==> src/rtl/config_word_pkg.sv <==
// constants, field layouts and carriers for the configuration word block
// assumes one 50 MHz clock and a synchronous active-high reset
package config_word_pkg;

  localparam int WORD_W = 14;
  localparam int ADDR_W = 16;
  localparam int PM_ADDR_W = 12;

  // word addresses in the configuration space
  localparam logic [15:0] ADDR_USER_ID_FIRST = 16'h8000;
  localparam logic [15:0] ADDR_USER_ID_LAST = 16'h8003;
  localparam logic [15:0] ADDR_STEP = 16'h8005;
  localparam logic [15:0] ADDR_PART = 16'h8006;
  localparam logic [15:0] ADDR_CFG_ONE = 16'h8007;
  localparam logic [15:0] ADDR_CFG_TWO = 16'h8008;
  localparam logic [15:0] ADDR_STATUS = 16'h8010;
  localparam logic [15:0] ADDR_ZC_CTRL = 16'h8011;
  localparam logic [15:0] ADDR_LOCK_CTRL = 16'h8012;
  localparam logic [15:0] ADDR_UNLOCK = 16'h8013;
  localparam logic [15:0] PM_SPACE_LAST = 16'h7fff;

  // configuration word one and two field positions
  localparam int BIT_LVP = 13;
  localparam int BIT_CODE_GUARD_N = 7;
  localparam logic [13:0] UNIMPL_MASK = 14'h0078;
  localparam logic [13:0] ERASED_WORD = 14'h3fff;
  localparam logic [13:0] ZERO_WORD = 14'h0000;

  // self-write guard codes and protected region ends
  localparam logic [1:0] GUARD_OFF = 2'h3;
  localparam logic [1:0] GUARD_BOOT = 2'h2;
  localparam logic [1:0] GUARD_HALF = 2'h1;
  localparam logic [1:0] GUARD_ALL = 2'h0;
  localparam logic [11:0] GUARD_BOOT_END = 12'h1ff;
  localparam logic [11:0] GUARD_HALF_END = 12'h7ff;

  // pin-map unlock keys, written in order to the unlock register
  localparam logic [7:0] UNLOCK_KEY_A = 8'h55;
  localparam logic [7:0] UNLOCK_KEY_B = 8'haa;

  typedef enum logic [1:0] {UNLOCK_IDLE, UNLOCK_HALF, UNLOCK_OPEN}
    unlock_state_t;

  typedef struct packed {
    logic low_voltage_program_enable;
    logic tool_mode_io;
    logic low_power_brownout_off;
    logic brownout_level_select;
    logic stack_fault_reset_enable;
    logic clock_multiplier_enable;
    logic zero_cross_force_off;
    logic [3:0] unimpl;
    logic pin_map_one_shot_lock;
    logic [1:0] self_write_guard;
  } cfg_two_fields_t;

  typedef struct packed {
    logic valid;
    logic write;
    logic [15:0] addr;
    logic [13:0] wdata;
  } tool_req_t;

endpackage

==> src/rtl/self_write_guard_decode.sv <==
// decides whether a self-write address lies in the guarded region
// assumes guard code held constant between resets
`timescale 1ns/1ps
module self_write_guard_decode
  import config_word_pkg::*;
#(
  parameter int PM_W = PM_ADDR_W
) (
  input wire logic [1:0] guard_code,
  input wire logic [PM_W-1:0] addr,
  output logic guarded
);

  initial begin
    if (PM_W != PM_ADDR_W) $error("only the 4K-word array is served");
  end

  // region end grows as the code falls; all ones guards nothing
  always_comb begin
    unique case (guard_code)
      GUARD_OFF: guarded = 1'b0;
      GUARD_BOOT: guarded = (addr <= GUARD_BOOT_END);
      GUARD_HALF: guarded = (addr <= GUARD_HALF_END);
      GUARD_ALL: guarded = 1'b1;
    endcase
  end

endmodule

==> src/rtl/pin_map_lock_ctrl.sv <==
// pin-map lock with a two-key unlock sequence and one-way option
// assumes writes arrive as one-cycle strobes
`timescale 1ns/1ps
module pin_map_lock_ctrl
  import config_word_pkg::*;
(
  input wire logic clk,
  input wire logic rst,
  input wire logic one_shot,
  input wire logic key_wr,
  input wire logic [7:0] key_data,
  input wire logic lock_wr,
  input wire logic lock_data,
  output logic lock_q,
  output logic open_q
);

  unlock_state_t state_q;

  // any unlock-register write other than a repeated first key, or a lock write, between the keys spoils the sequence
  always_ff @(posedge clk) begin
    if (rst) begin
      state_q <= UNLOCK_IDLE;
    end else if (lock_wr) begin
      state_q <= UNLOCK_IDLE; // one change per unlock
    end else if (key_wr) begin
      if (key_data == UNLOCK_KEY_A) begin
        state_q <= UNLOCK_HALF;
      end else if (key_data == UNLOCK_KEY_B && state_q == UNLOCK_HALF) begin
        state_q <= UNLOCK_OPEN;
      end else begin
        state_q <= UNLOCK_IDLE;
      end
    end
  end

  // one-way mode never lets a set lock fall again
  always_ff @(posedge clk) begin
    if (rst) begin
      lock_q <= 1'b0;
    end else if (lock_wr && state_q == UNLOCK_OPEN) begin
      if (one_shot) begin
        lock_q <= lock_q | lock_data;
      end else begin
        lock_q <= lock_data;
      end
    end
  end

  assign open_q = (state_q == UNLOCK_OPEN);

endmodule

==> src/rtl/config_word_protection_ids.sv <==
// configuration word two decode, code guard, user and identity words
// assumes a synchronous register port and a tool port in the same domain
//
// Overview of operation
// - bit 13 high allows low-voltage entry; low needs high-voltage entry
// - bit 12 high frees the serial pins; low reserves them for debug
// - bit 11 low enables the low-power brown-out reset
// - bit 10 high picks the low trip level, low the high one
// - bit 9 high lets stack overflow or underflow reset the device
// - bit 8 enables the four-times clock multiplier
// - bit 7 low forces zero-cross on; high leaves it to software
// - bits 6 to 3 read as ones
// - bit 2 high: lock set once after unlock, then blocks pin-map writes
// - bit 2 low: lock set and cleared freely, each after an unlock
// - guard bits protect none, 01ffh, 07ffh or all of 0fffh
// - bit 13 cannot be cleared when entry was by low voltage
// - code guard low blocks tool program-memory access; those tool reads return zeros
// - core reads of program memory are never blocked
// - four user words at 8000h to 8003h, software read and write
// - part word at 8006h, silicon step word at 8005h, 14 bits
// - part and step words are read-only
// - word one at 8007h, word two at 8008h
//
// Decided for this implementation: the plain strobed port.
`timescale 1ns/1ps
module config_word_protection_ids
  import config_word_pkg::*;
#(
  // arbitrary values, not tied to any real part
  parameter logic [13:0] PART_CODE = 14'h0123,
  parameter logic [13:0] STEP_CODE = 14'h0001
) (
  // clock, reset and stored words
  input wire logic clk,
  input wire logic rst,
  input wire logic [13:0] nv_word_one,
  input wire logic [13:0] nv_word_two,

  // register port
  input wire logic [15:0] reg_addr,
  input wire logic [13:0] reg_wdata,
  input wire logic reg_wr,
  input wire logic reg_rd,
  output logic [13:0] reg_rdata,

  // tool port
  input wire tool_req_t tool_req,
  input wire logic [13:0] pm_tool_rdata,
  output logic [13:0] tool_rdata,
  output logic tool_ack,
  output logic pm_tool_rd,
  output logic pm_tool_wr,
  output logic nv_wr,
  output logic [15:0] nv_wr_addr,
  output logic [13:0] nv_wr_data,

  // entry pins
  input wire logic entry_low_voltage,
  input wire logic entry_high_voltage,
  input wire logic entry_exit,
  output logic prog_mode,
  output logic prog_via_low_voltage,

  // side requests
  input wire logic core_pm_rd_req,
  output logic core_pm_rd_grant,
  input wire logic self_write_req,
  input wire logic [11:0] self_write_addr,
  output logic self_write_grant,
  output logic self_write_refused,
  input wire logic stack_fault,
  output logic stack_reset_req,
  input wire logic pin_map_wr_req,
  output logic pin_map_wr_grant,
  output logic pin_map_lock,

  // decoded levels
  output logic low_voltage_program_enable,
  output logic serial_pins_io,
  output logic low_power_brownout_enable,
  output logic brownout_trip_level_low,
  output logic clock_multiplier_enable,
  output logic zero_cross_enable
);

  logic [13:0] word_one_q;
  logic [13:0] word_two_q;
  cfg_two_fields_t cfg;
  logic [13:0] user_id_q [4];
  logic zero_cross_soft_enable_q;
  logic code_open;
  logic self_guarded;
  logic lock_q;
  logic unlock_open;
  logic [1:0] sw_idx;
  logic [1:0] tool_idx;

  // shared read map for the register port and the tool port
  function automatic logic [13:0] read_word(input logic [15:0] a,
                                            input logic [13:0] w1,
                                            input logic [13:0] w2,
                                            input logic [13:0] ids [4],
                                            input logic zc,
                                            input logic lk,
                                            input logic op);
    logic [13:0] r;
    r = ZERO_WORD;
    if (a >= ADDR_USER_ID_FIRST && a <= ADDR_USER_ID_LAST) begin
      r = ids[a[1:0]];
    end else begin
      unique case (a)
        ADDR_STEP: r = STEP_CODE;
        ADDR_PART: r = PART_CODE;
        ADDR_CFG_ONE: r = w1;
        ADDR_CFG_TWO: r = w2 | UNIMPL_MASK;
        ADDR_STATUS: r = {11'h000, op, lk, zc};
        ADDR_ZC_CTRL: r = {13'h0000, zc};
        ADDR_LOCK_CTRL: r = {13'h0000, lk};
        default: r = ZERO_WORD;
      endcase
    end
    return r;
  endfunction

  // words are caught while reset is held and frozen afterwards
  always_ff @(posedge clk) begin
    if (rst) begin
      word_one_q <= nv_word_one;
      word_two_q <= nv_word_two | UNIMPL_MASK;
    end
  end

  assign cfg = cfg_two_fields_t'(word_two_q);
  assign code_open = word_one_q[BIT_CODE_GUARD_N];
  assign sw_idx = reg_addr[1:0];
  assign tool_idx = tool_req.addr[1:0];

  // static decode outputs, registered from the frozen word
  always_ff @(posedge clk) begin
    if (rst) begin
      low_voltage_program_enable <= 1'b1;
      serial_pins_io <= 1'b1;
      low_power_brownout_enable <= 1'b0;
      brownout_trip_level_low <= 1'b1;
      clock_multiplier_enable <= 1'b0;
    end else begin
      low_voltage_program_enable <= cfg.low_voltage_program_enable;
      serial_pins_io <= cfg.tool_mode_io;
      low_power_brownout_enable <= ~cfg.low_power_brownout_off;
      brownout_trip_level_low <= cfg.brownout_level_select;
      clock_multiplier_enable <= cfg.clock_multiplier_enable;
    end
  end

  // stack faults only reach the reset logic when allowed
  always_ff @(posedge clk) begin
    if (rst) begin
      stack_reset_req <= 1'b0;
    end else begin
      stack_reset_req <= stack_fault & cfg.stack_fault_reset_enable;
    end
  end

  // zero-cross software enable and the resulting detector enable
  always_ff @(posedge clk) begin
    if (rst) begin
      zero_cross_soft_enable_q <= 1'b0;
    end else if (reg_wr && reg_addr == ADDR_ZC_CTRL) begin
      zero_cross_soft_enable_q <= reg_wdata[0];
    end
  end

  // force-off low beats soft enable
  always_ff @(posedge clk) begin
    if (rst) begin
      zero_cross_enable <= 1'b0;
    end else begin
      zero_cross_enable <= ~cfg.zero_cross_force_off |
                           zero_cross_soft_enable_q;
    end
  end

  // programming entry: low-voltage keys only count when permitted
  always_ff @(posedge clk) begin
    if (rst) begin
      prog_mode <= 1'b0;
      prog_via_low_voltage <= 1'b0;
    end else if (entry_exit) begin
      prog_mode <= 1'b0;
      prog_via_low_voltage <= 1'b0;
    end else if (!prog_mode && entry_high_voltage) begin
      prog_mode <= 1'b1;
      prog_via_low_voltage <= 1'b0;
    end else if (!prog_mode && entry_low_voltage &&
                 cfg.low_voltage_program_enable) begin
      prog_mode <= 1'b1;
      prog_via_low_voltage <= 1'b1;
    end
  end

  // user words: software writes at run time, tools in programming mode
  always_ff @(posedge clk) begin
    if (rst) begin
      for (int i = 0; i < 4; i++) begin
        user_id_q[i] <= ERASED_WORD;
      end
    end else if (reg_wr && reg_addr >= ADDR_USER_ID_FIRST &&
                 reg_addr <= ADDR_USER_ID_LAST) begin
      user_id_q[sw_idx] <= reg_wdata;
    end else if (prog_mode && tool_req.valid && tool_req.write &&
                 tool_req.addr >= ADDR_USER_ID_FIRST &&
                 tool_req.addr <= ADDR_USER_ID_LAST) begin
      user_id_q[tool_idx] <= tool_req.wdata;
    end
  end

  // register port read data stands only in the cycle after the strobe
  always_ff @(posedge clk) begin
    if (rst) begin
      reg_rdata <= ZERO_WORD;
    end else if (reg_rd) begin
      reg_rdata <= read_word(reg_addr, word_one_q, word_two_q, user_id_q,
                             zero_cross_soft_enable_q, lock_q, unlock_open);
    end else begin
      reg_rdata <= ZERO_WORD;
    end
  end

  // tool reads: program memory is hidden behind the code guard
  always_ff @(posedge clk) begin
    if (rst) begin
      tool_rdata <= ZERO_WORD;
      tool_ack <= 1'b0;
    end else begin
      tool_ack <= prog_mode & tool_req.valid;
      if (prog_mode && tool_req.valid && !tool_req.write) begin
        if (tool_req.addr <= PM_SPACE_LAST) begin
          tool_rdata <= code_open ? pm_tool_rdata : ZERO_WORD;
        end else begin
          tool_rdata <= read_word(tool_req.addr, word_one_q, word_two_q,
                                  user_id_q, zero_cross_soft_enable_q,
                                  lock_q, unlock_open);
        end
      end else begin
        tool_rdata <= ZERO_WORD;
      end
    end
  end

  // strobes toward the program array, gated by the code guard
  always_ff @(posedge clk) begin
    if (rst) begin
      pm_tool_rd <= 1'b0;
      pm_tool_wr <= 1'b0;
    end else begin
      pm_tool_rd <= prog_mode & tool_req.valid & ~tool_req.write &
                    (tool_req.addr <= PM_SPACE_LAST) & code_open;
      pm_tool_wr <= prog_mode & tool_req.valid & tool_req.write &
                    (tool_req.addr <= PM_SPACE_LAST) & code_open;
    end
  end

  // nonvolatile writes of user and configuration words by the tool;
  // identity words never reach the store
  always_ff @(posedge clk) begin
    if (rst) begin
      nv_wr <= 1'b0;
      nv_wr_addr <= 16'h0000;
      nv_wr_data <= ZERO_WORD;
    end else begin
      nv_wr <= 1'b0;
      if (prog_mode && tool_req.valid && tool_req.write) begin
        nv_wr_addr <= tool_req.addr;
        nv_wr_data <= tool_req.wdata;
        if (tool_req.addr >= ADDR_USER_ID_FIRST &&
            tool_req.addr <= ADDR_USER_ID_LAST) begin
          nv_wr <= 1'b1;
        end else if (tool_req.addr == ADDR_CFG_ONE) begin
          nv_wr <= 1'b1;
        end else if (tool_req.addr == ADDR_CFG_TWO) begin
          nv_wr <= 1'b1;
          // the tool must not lock itself out mid-session
          if (prog_via_low_voltage) begin
            nv_wr_data <= tool_req.wdata | 14'h2000;
          end
        end else if (tool_req.addr == ADDR_STEP ||
                     tool_req.addr == ADDR_PART) begin
          nv_wr <= 1'b0;
        end
      end
    end
  end

  // core fetches and table reads bypass every guard
  always_ff @(posedge clk) begin
    if (rst) begin
      core_pm_rd_grant <= 1'b0;
    end else begin
      core_pm_rd_grant <= core_pm_rd_req;
    end
  end

  // guard code from frozen word
  self_write_guard_decode u_guard (
    .guard_code(cfg.self_write_guard),
    .addr(self_write_addr),
    .guarded(self_guarded)
  );

  // self-write requests split into granted and refused
  always_ff @(posedge clk) begin
    if (rst) begin
      self_write_grant <= 1'b0;
      self_write_refused <= 1'b0;
    end else begin
      self_write_grant <= self_write_req & ~self_guarded;
      self_write_refused <= self_write_req & self_guarded;
    end
  end

  // keys and lock from register port
  pin_map_lock_ctrl u_lock (
    .clk(clk),
    .rst(rst),
    .one_shot(cfg.pin_map_one_shot_lock),
    .key_wr(reg_wr && reg_addr == ADDR_UNLOCK),
    .key_data(reg_wdata[7:0]),
    .lock_wr(reg_wr && reg_addr == ADDR_LOCK_CTRL),
    .lock_data(reg_wdata[0]),
    .lock_q(lock_q),
    .open_q(unlock_open)
  );

  // a set lock stops every pin-map write
  always_ff @(posedge clk) begin
    if (rst) begin
      pin_map_lock <= 1'b0;
      pin_map_wr_grant <= 1'b0;
    end else begin
      pin_map_lock <= lock_q;
      pin_map_wr_grant <= pin_map_wr_req & ~lock_q;
    end
  end

endmodule

==> config.mk <==
export PLATFORM = sky130hd
export DESIGN_NAME = config_word_protection_ids
export DESIGN_NICKNAME = d
export VERILOG_FILES = /design/src/rtl/config_word_pkg.sv /design/src/rtl/self_write_guard_decode.sv /design/src/rtl/pin_map_lock_ctrl.sv /design/src/rtl/config_word_protection_ids.sv
export SDC_FILE = /design/constraint.sdc
export NUM_CORES = 1
export LEC_CHECK = 0
export BUFFER_PORTS_ARGS = -buffer_cell sky130_fd_sc_hd__buf_4
export CORE_UTILIZATION = 54
export CTS_CLUSTER_DIAMETER = 30
export CTS_CLUSTER_SIZE = 16
export DETAILED_ROUTE_END_ITERATION = 12
export PLACE_DENSITY = 0.8
export SLEW_MARGIN = 20
export SYNTH_ARGS = -nofsm -noshare
export SYNTH_HDL_FRONTEND = slang
export SYNTH_SLANG_ARGS = --single-unit
==> constraint.sdc <==
create_clock -name clk -period 2.9 [get_ports clk]
set_clock_uncertainty 0.1 [all_clocks]
set_input_delay 0.29 -clock clk [delete_from_list [all_inputs] [get_ports clk]]
set_output_delay 0.29 -clock clk [all_outputs]
set_load 0.03 [all_outputs]
==> results of run 1 <==
-- cells by family (layout without fill, tap and decap cells) --
kind of cell    count (synthesis)  count (layout)
buf+inv                        89             308
compound gates                232             232
simple gates                  365             365
flops                         160             160
mux                            84              84
-- placed cells by master, fill, tap and decap left out, types with 6 or more instances in the layout --
cell | synthesis | routed
clkbuf_16 | 0 | 17
nor3_1 | 25 | 25
nand2_1 | 190 | 190
inv_6 | 0 | 6
nor2_1 | 24 | 24
nor4_1 | 10 | 8
edfxtp_1 | 24 | 24
inv_1 | 7 | 7
dlygate4sd3_1 | 0 | 36
nand2b_1 | 7 | 7
dfxtp_1 | 136 | 136
and2_1 | 6 | 6
o21ai_0 | 15 | 15
o21bai_1 | 56 | 56
nor3_2 | 42 | 42
mux2i_1 | 56 | 56
a21oi_1 | 95 | 95
a22oi_1 | 22 | 22
nor2b_1 | 11 | 11
buf_4 | 4 | 231
a221oi_1 | 6 | 6
mux4_2 | 28 | 28
nand3_1 | 10 | 10
-- metrics by stage --
| stage | std cells | instance area [um2] | hold slack, ns |
|---|---|---|---|
| global route | 1360 | 11200 | 0.00312 |
| global placement | 1292 | 10200 | 0.342 |
| CTS | 1360 | 11200 | 0.00204 |
| finish | 1360 | 11200 | 0.00767 |
| floorplan | 930 | 8550 | 0.269 |
| detailed placement | 1292 | 10200 | 0.347 |
-- sequential cells by signal, summed over array words and instances (netlist names), 2 cells and up --
register and flops:
word_one_q 14, nv_wr_data 14, tool_rdata 14, reg_rdata 14, u_lock.state_q 2, user_id_q 56, nv_wr_addr 16, cfg 10
-- tightest hold or removal path: cells and delay by family --
kind                   cells  cell delay [ns]
AND/OR/NAND/NOR            1             0.05
AO/OA/AOI/OAI              1             0.05
buffers and inverters      1             0.11
-- final cells by class --
cell class | count | area (um2)
Multi-Input combinational cell | 681 | 4710
Fill cell | 1147 | 4150
Sequential cell | 160 | 3440
Timing Repair Buffer | 269 | 2130
Clock buffer | 17 | 425
Tap cell | 211 | 264
Clock inverter | 15 | 169
Inverter | 7 | 26.3
-- report_power, final --
group | total (mW) | internal, mW | switching, mW
logic | 0.537 | 0.244 | 0.292
clock network | 2.28 | 1.23 | 1.05
registers | 2.34 | 2.30 | 0.0361
-- path summary, 6_finish.rpt --
check	endpoint	slack (ns)
min	nv_wr_addr[12]	0.008
min reg2reg	nv_wr_addr[6]	0.36
max	user_id_q[43]	0.61
max reg2reg	tool_rdata[1]	0.72
-- metal layers --
metal	vias up	part of all wire (%)
li1	3801	-
met1	3874	40
met2	575	46
met3	62	11
met4	0	3.0
met5	-	0
-- cells in the mapped netlist, drive strengths merged (2+ instances only) --
| library cell | count |
|---|---|
| a222oi | 4 |
| edfxtp | 24 |
| o22ai | 2 |
| o2111ai | 4 |
| o21bai | 56 |
| nor3 | 69 |
| o2111a | 4 |
| or2 | 5 |
| buf | 31 |
| a221oi | 6 |
| dfxtp | 136 |
| nor4 | 11 |
| nor2b | 11 |
| a22oi | 22 |
| a21o | 2 |
| nand2 | 190 |
| nand2b | 7 |
| a32oi | 3 |
| a31oi | 4 |
| and2 | 7 |
| nand3 | 10 |
| o21ai | 15 |
| a21oi | 95 |
| clkbuf | 51 |
| and3b | 2 |
| or4 | 3 |
| or3 | 5 |
| mux2i | 56 |
| nand3b | 5 |
| inv | 7 |
| mux4 | 28 |
| nor4bb | 2 |
| a211oi | 3 |
| nor2 | 24 |
| a221o | 2 |
| and3 | 4 |
| or4b | 3 |
| and4 | 3 |
==> flow_summary_export.csv, run 1 <==
group,metric,value,unit
cts,cts-buffers-inserted,17,
synthesis,synthXorXnorAreaFrac,0,%
critical_path,crit_slowest_cell,"or4b_1",
synthesis,syn_avg_cell_area,9.19,um2
synthesis,dominantRegCellSynth,"dfxtp_1",
cells_and_area,proportion_of_layout_cells_with_a_drive_suffix_above_1,30.9,%
synthesis,synth_area,8550,um2
cells_and_area,antenna_cells,0,
drt,post_drt_wl_per_cell,20.5,um
synthesis,synth_simple_gate_area_share,22.9,%
global_routing,grt_start_max_net_pins,67,
drt,vias_per_cell,6.11,
die,die_height,128,um
sta,rsz0062_at_grt,"false",
critical_path,cpPeakStageDelay,0.66,ns
placement,port_buffers,189,
sta,final-setup-viol-count,0,
cts,clk_pin_slew,0.07,ns
drt,drt_drc_violations_left,0,
cts,postCtsResizedCells,0,
power,power.density_cell_area,461,nW/um2
critical_path,worst-r2r-cell-count,5,
synthesis,yosysUniqueCellTypes,62,
global_routing,gr-total-overflow,0,
drt,firstDrtPassIters,5,
synthesis,synth_area_leader,"dfxtp_1",
sta,final_period_demand_of_the_worst_path,2.29,ns
synthesis,mux_cell_area_share_after_synthesis,13.9,%
cts,clock-sinks,160,
die,start_util,55.8,%
power,power_leakage,4.38,nW
cts,ctsLongestPathBuffers,2,
placement,hpwlAfterDp,19000,um
synthesis,synth.ff_latch_count,160,
die,design.core.area,15300,um2
critical_path,worst-path-stages,7,
sta,timing.final.hold_violations,0,
status,outcome,"finished clean",
cells_and_area,post-route-util,72.9,%
sta,setup_total_negative_slack,0,ns
critical_path,timing.setup.critical_path_class,"input pin to flop",
cts,cts_hold_buffers,36,
global_routing,grt.met2_usage,54.3,%
global_routing,gr-usage-all-layers,34.8,%
die,die_area,16300,um2
sta,report.final.slew_viol_count,0,
synthesis,combinational_family_with_the_most_area_after_synthesis,"simple AND/OR/NAND/NOR gates",
cts,cts_max_level,4,
sta,actual_slew_at_the_worst_max_slew_pin,0.821,ns
synthesis,synth-compound-area-share,18.1,%
cells_and_area,final_net_count,1263,
sta,worst_slack,0.609,ns
synthesis,post-synth-top-area-fraction,31.9,%
synthesis,netlist_top_cells_area,"dfxtp_1 (32%), edfxtp_1 (8.4%), nand2_1 (8.3%), mux4_2 (7.4%), mux2i_1 (6.6%)",
min_path,timing.hold.worst.class,"input pin to flop",
synthesis,synthesis.nets,1057,
global_routing,grt_util_met3,7.39,%
cts,post_cts_buffers,0,
min_path,timing.hold.worst_path_depth,3,
critical_path,arrival_time_worst_endpoint,2.51,ns
power,ir_drop,413,uV
sta,slew-limit-headroom,45.1,%
critical_path,path_common_cell,"buf_4",
global_routing,grt_first_pass_wirelength,43000,um
sta,fmax,437,MHz
cts,cts_tree,"built",
cells_and_area,area.growth.synth_to_final,30.6,%
die,die-width,128,um
drt,initialDrtViolationCount,1053,
critical_path,reg2reg_from,"prog_mode",
drt,route.final.wire_length,27900,um
synthesis,synth-async-reset-ratio,0,%
synthesis,synthAdderAreaFrac,0,%
global_routing,gr-max-usage-layer,"met2",
placement,gp_congestion,0.890,
global_routing,grt_pass1_vias,7790,
min_path,holdCritStartpoint,"tool_req[26]",
synthesis,syn-instance-count,930,
global_routing,antenna_found_initial,0,
drt,number_of_vias_in_the_routed_layout,8312,
drt,ant_nets,0,
critical_path,worst_ep_required_time,3.12,ns
global_routing,grtUsageMet1,47.0,%
critical_path,timing.critical_path.buf_inv,2,
run,cap_viol_max_count,0,
die,placementRows,45,
cts,cts.root.buffer_cell,"clkbuf_16",
sta,layout_worst_path_cycle_share,79.0,%
placement,place_ws,0.199,ns
power,power,5.15,mW
critical_path,cp_cell_sequence,"buf_4 > or4b_1 > or4_1 > buf_4 > o2111a_2 > nor3_1 > o21bai_1",
critical_path,cp-startpoint,"reg_addr[9]",
die,io-pin-count,203,
critical_path,endpoint_kind,"flop",
critical_path,critical_path.top_delay_family,"simple AND/OR/NAND/NOR gates",
synthesis,yosys_warnings,0,
critical_path,setup.worst_path.start_class,"input pin",
synthesis,ys_seq_area_share,40.3,%
synthesis,synth-edff-count,24,
cts,worstSkewPairLatency,0.44,ns
critical_path,path_max_fanout,14,
Power figures use the tool's default switching activity.
==> run 2, diff against run 1 <==
--- a/config.mk
+++ b/config.mk
@@ -5,12 +5,13 @@
 export SDC_FILE = /design/constraint.sdc
 export NUM_CORES = 1
 export LEC_CHECK = 0
+export ABC_AREA = 1
 export BUFFER_PORTS_ARGS = -buffer_cell sky130_fd_sc_hd__buf_4
-export CORE_UTILIZATION = 54
+export CORE_UTILIZATION = 49
 export CTS_CLUSTER_DIAMETER = 30
 export CTS_CLUSTER_SIZE = 16
 export DETAILED_ROUTE_END_ITERATION = 12
-export PLACE_DENSITY = 0.8
+export PLACE_DENSITY = 0.77
 export SLEW_MARGIN = 20
 export SYNTH_ARGS = -nofsm -noshare
 export SYNTH_HDL_FRONTEND = slang
==> constraint.sdc (replaced) <==
create_clock -name clk -period 2.1 [get_ports clk]
set_clock_uncertainty 0.1 [all_clocks]
set_input_delay 0.21 -clock clk [delete_from_list [all_inputs] [get_ports clk]]
set_output_delay 0.21 -clock clk [all_outputs]
set_load 0.03 [all_outputs]
==> run 2 against run 1 <==
  * Sequential power increased by 38%
  * Register-to-register slack got worse by 0.42 ns
  * Global-route usage decreased by 0.36 points
  * First-iteration DRC count decreased by 11%
  * Total power increased by 37%
  * Non-clock buffer count increased by 45
  * Largest power group unchanged
  * Routed wire length increased by 6.1%
  * Combinational power increased by 69%
  * Sequential cell count unchanged
  * Via count increased by 13%
  * Worst hold slack improved by 0.0065 ns
  * Area after synthesis decreased by 3.8%
==> flow_summary_export.csv, run 2 <==
group,metric,value,unit
synthesis,post-synth-top-area-fraction,33.1,%
status,outcome,"finished clean",
critical_path,crit_path_end,"tool_rdata[8]",
synthesis,ys_top_cells_by_count,"nand2_1 (353), nand3_1 (211), dfxtp_1 (136)",
critical_path,cp-startpoint,"tool_req[22]",
sta,hold-worst-slack,0.0141,ns
critical_path,worst_ep_required_time,2.35,ns
min_path,timing.hold.worst_path_depth,3,
sta,fmax,490,MHz
power,power,7.04,mW
synthesis,synth-edff-count,24,
sta,setup_total_negative_slack,0,ns
power,ir_drop,626,uV
global_routing,grt_pass1_vias,8963,
die,die_height,132,um
sta,report.final.slew_viol_count,0,
sta,slew-limit-headroom,66.3,%
global_routing,antenna_found_initial,0,
critical_path,worst-r2r-cell-count,4,
die,die_area,17300,um2
synthesis,syn-instance-count,1173,
die,die-width,132,um
min_path,timing.hold.worst.class,"input pin to flop",
cells_and_area,largest-register,"user_id_q",
die,start_util,51.0,%
cts,cts_tree,"built",
synthesis,syn_avg_cell_area,7.01,um2
synthesis,ys_seq_area_share,41.9,%
drt,post_drt_wl_per_cell,17.7,um
critical_path,endpoint_kind,"flop",
sta,final_period_demand_of_the_worst_path,2.04,ns
cts,cts.root.buffer_cell,"clkbuf_16",
critical_path,rr_endpoint,"self_write_refused",
synthesis,synth_area_leader,"dfxtp_1",
die,io-pin-count,203,
cells_and_area,final_net_count,1572,
cells_and_area,biggestRegsByFlops,"user_id_q: 56 flops, nv_wr_addr: 16 flops",
sta,final-setup-viol-count,0,
global_routing,grt_first_pass_wirelength,46600,um
critical_path,setup.worst_path.start_class,"input pin",
cts,clock-sinks,160,
sta,rsz0062_at_grt,"false",
synthesis,synth-async-reset-ratio,0,%
cells_and_area,fill_cells,1325,
cts,cts-buffers-inserted,17,
cells_and_area,area.growth.synth_to_final,38.5,%
cells_and_area,proportion_of_layout_cells_with_a_drive_suffix_above_1,21.8,%
placement,place.detailed.instances,1561,
power,power.density_cell_area,618,nW/um2
drt,initialDrtViolationCount,940,
cts,clk_pin_slew,0.07,ns
cells_and_area,most-common-layout-cells,"nand2_1 (353), buf_4 (232), nand3_1 (210), dfxtp_1 (136), nor2_1 (97)",
synthesis,synth.most_common_cell,"nand2_1",
drt,number_of_vias_in_the_routed_layout,9364,
critical_path,arrival_time_worst_endpoint,2.29,ns
cts,cts_max_level,4,
synthesis,synthesis.nets,1300,
synthesis,dominantRegCellSynth,"dfxtp_1",
die,design.core.area,16100,um2
synthesis,yosysUniqueCellTypes,41,
critical_path,path_max_fanout,6,
sta,actual_slew_at_the_worst_max_slew_pin,0.504,ns
drt,ant_nets,0,
run,cap_viol_max_count,0,
synthesis,synth_area,8220,um2
sta,timing.final.hold_violations,0,
drt,drt_drc_violations_left,0,
cts,ctsLongestPathBuffers,2,
drt,route.final.wire_length,29600,um
synthesis,yosys_warnings,0,
cells_and_area,antenna_cells,0,
global_routing,gr-usage-all-layers,34.4,%
cells_and_area,leading_cell_type_in_the_layout_fill_and_taps_excluded,"nand2_1",
cells_and_area,stdcell_count,1674,
drt,firstDrtPassIters,10,
cells_and_area,largest_reg_flops,56,
placement,hpwlAfterDp,19800,um
die,placementRows,46,
placement,port_buffers,189,
synthesis,netlist_top_cells_area,"dfxtp_1 (33%), nand2_1 (16%), nand3_1 (13%), edfxtp_1 (8.8%), nor2_1 (4.7%)",
global_routing,grt_start_max_net_pins,75,
critical_path,reg2reg_setup_slack,0.30,ns
sta,layout_worst_path_cycle_share,97.2,%
cts,worstSkewPairLatency,0.44,ns
drt,vias_per_cell,5.59,
global_routing,gr-total-overflow,0,
critical_path,timing.setup.critical_path_class,"input pin to flop",
synthesis,synth.ff_latch_count,160,
placement,gp_congestion,0.925,
critical_path,reg2reg_from,"cfg[0]",
power,power_leakage,5.81,nW
==> run 2: cell types whose count changed after synthesis, moves of 42 or more <==
cell / delta
o21ai_0: +49
nand3_1: +201
nand2_1: +163
mux2i_1: -56
nor3_2: -42
o21bai_1: -56
a21oi_1: -65
nor2_1: +78
inv_1: +78
==> run 2: how the worst min path moves through the flow <==
| stage | to | from |
|---|---|---|
| 4_1_cts | u_lock.lock_q | reg_wr |
| 3_3_place_gp | prog_mode | entry_exit |
| 5_1_grt | prog_via_low_voltage | entry_low_voltage |
| 3_5_place_dp | cfg[7] | nv_word_two[7] |
| 2_1_floorplan | prog_mode | entry_exit |
| 6_report | u_lock.lock_q | reg_wr |
==> run 2: where the power goes <==
part           switching [mW]  total, mW  internal, mW
Sequential             0.0417       3.22          3.18
Clock                    1.34       2.91          1.57
Combinational           0.501      0.906         0.405
Total                    1.88       7.04          5.15
==> run 2: per-stage QoR <==
stage | util (%) | cell area [um2] | worst slack [ns]
floorplan | - | 8220 | 0.243
global placement | 62.1 | 10000 | 0.154
detailed placement | 62.1 | 10000 | 0.127
CTS | 70.2 | 11300 | 0.0353
global route | 70.6 | 11400 | 0.000820
finish | 70.6 | 11400 | 0.0592
==> run 2: worst max-delay path, cell delays in order <==
cell and delay (ns):
dlygate4sd3_1 0.56, buf_4 0.14, inv_1 0.09, nand2_1 0.08, nor2_2 0.13, nand3_2 0.13
nand3_4 0.14, clkinvlp_4 0.20, buf_4 0.21, o21ai_0 0.14, nand3_1 0.13, nand2_1 0.08
inv_1 0.04
==> run 2: area by class of cell <==
cell class                      instances  area (um2)  area share [%]
Clock buffer                           19         453            3.98
Sequential cell                       160        3440            30.2
Clock inverter                         13        86.3           0.758
Inverter                               93         358            3.14
Tap cell                              216         270            2.37
Timing Repair Buffer                  314        2610            23.0
Multi-Input combinational cell        859        4160            36.5
==> run 2: layer usage <==
layer | global-route usage, % | routed length (um)
met4 | 18.5 | 1420
met3 | 7.48 | 2770
met1 | 40.7 | 11100
met2 | 58.0 | 14300
met5 | 0 | 0
==> run 2: cells by family after synthesis <==
group | after synthesis | share of synthesized area, %
simple gates | 725 | 40.7
buf+inv | 154 | 8.10
flops | 160 | 41.9
compound gates | 134 | 9.28
==> run 2: repair_timing <==
action,4_1_cts,5_1_grt
resized for setup,0,13
hold endpoints to repair,79,0
buffers inserted,0,4
setup endpoints to repair,0,60
hold buffers,77,0
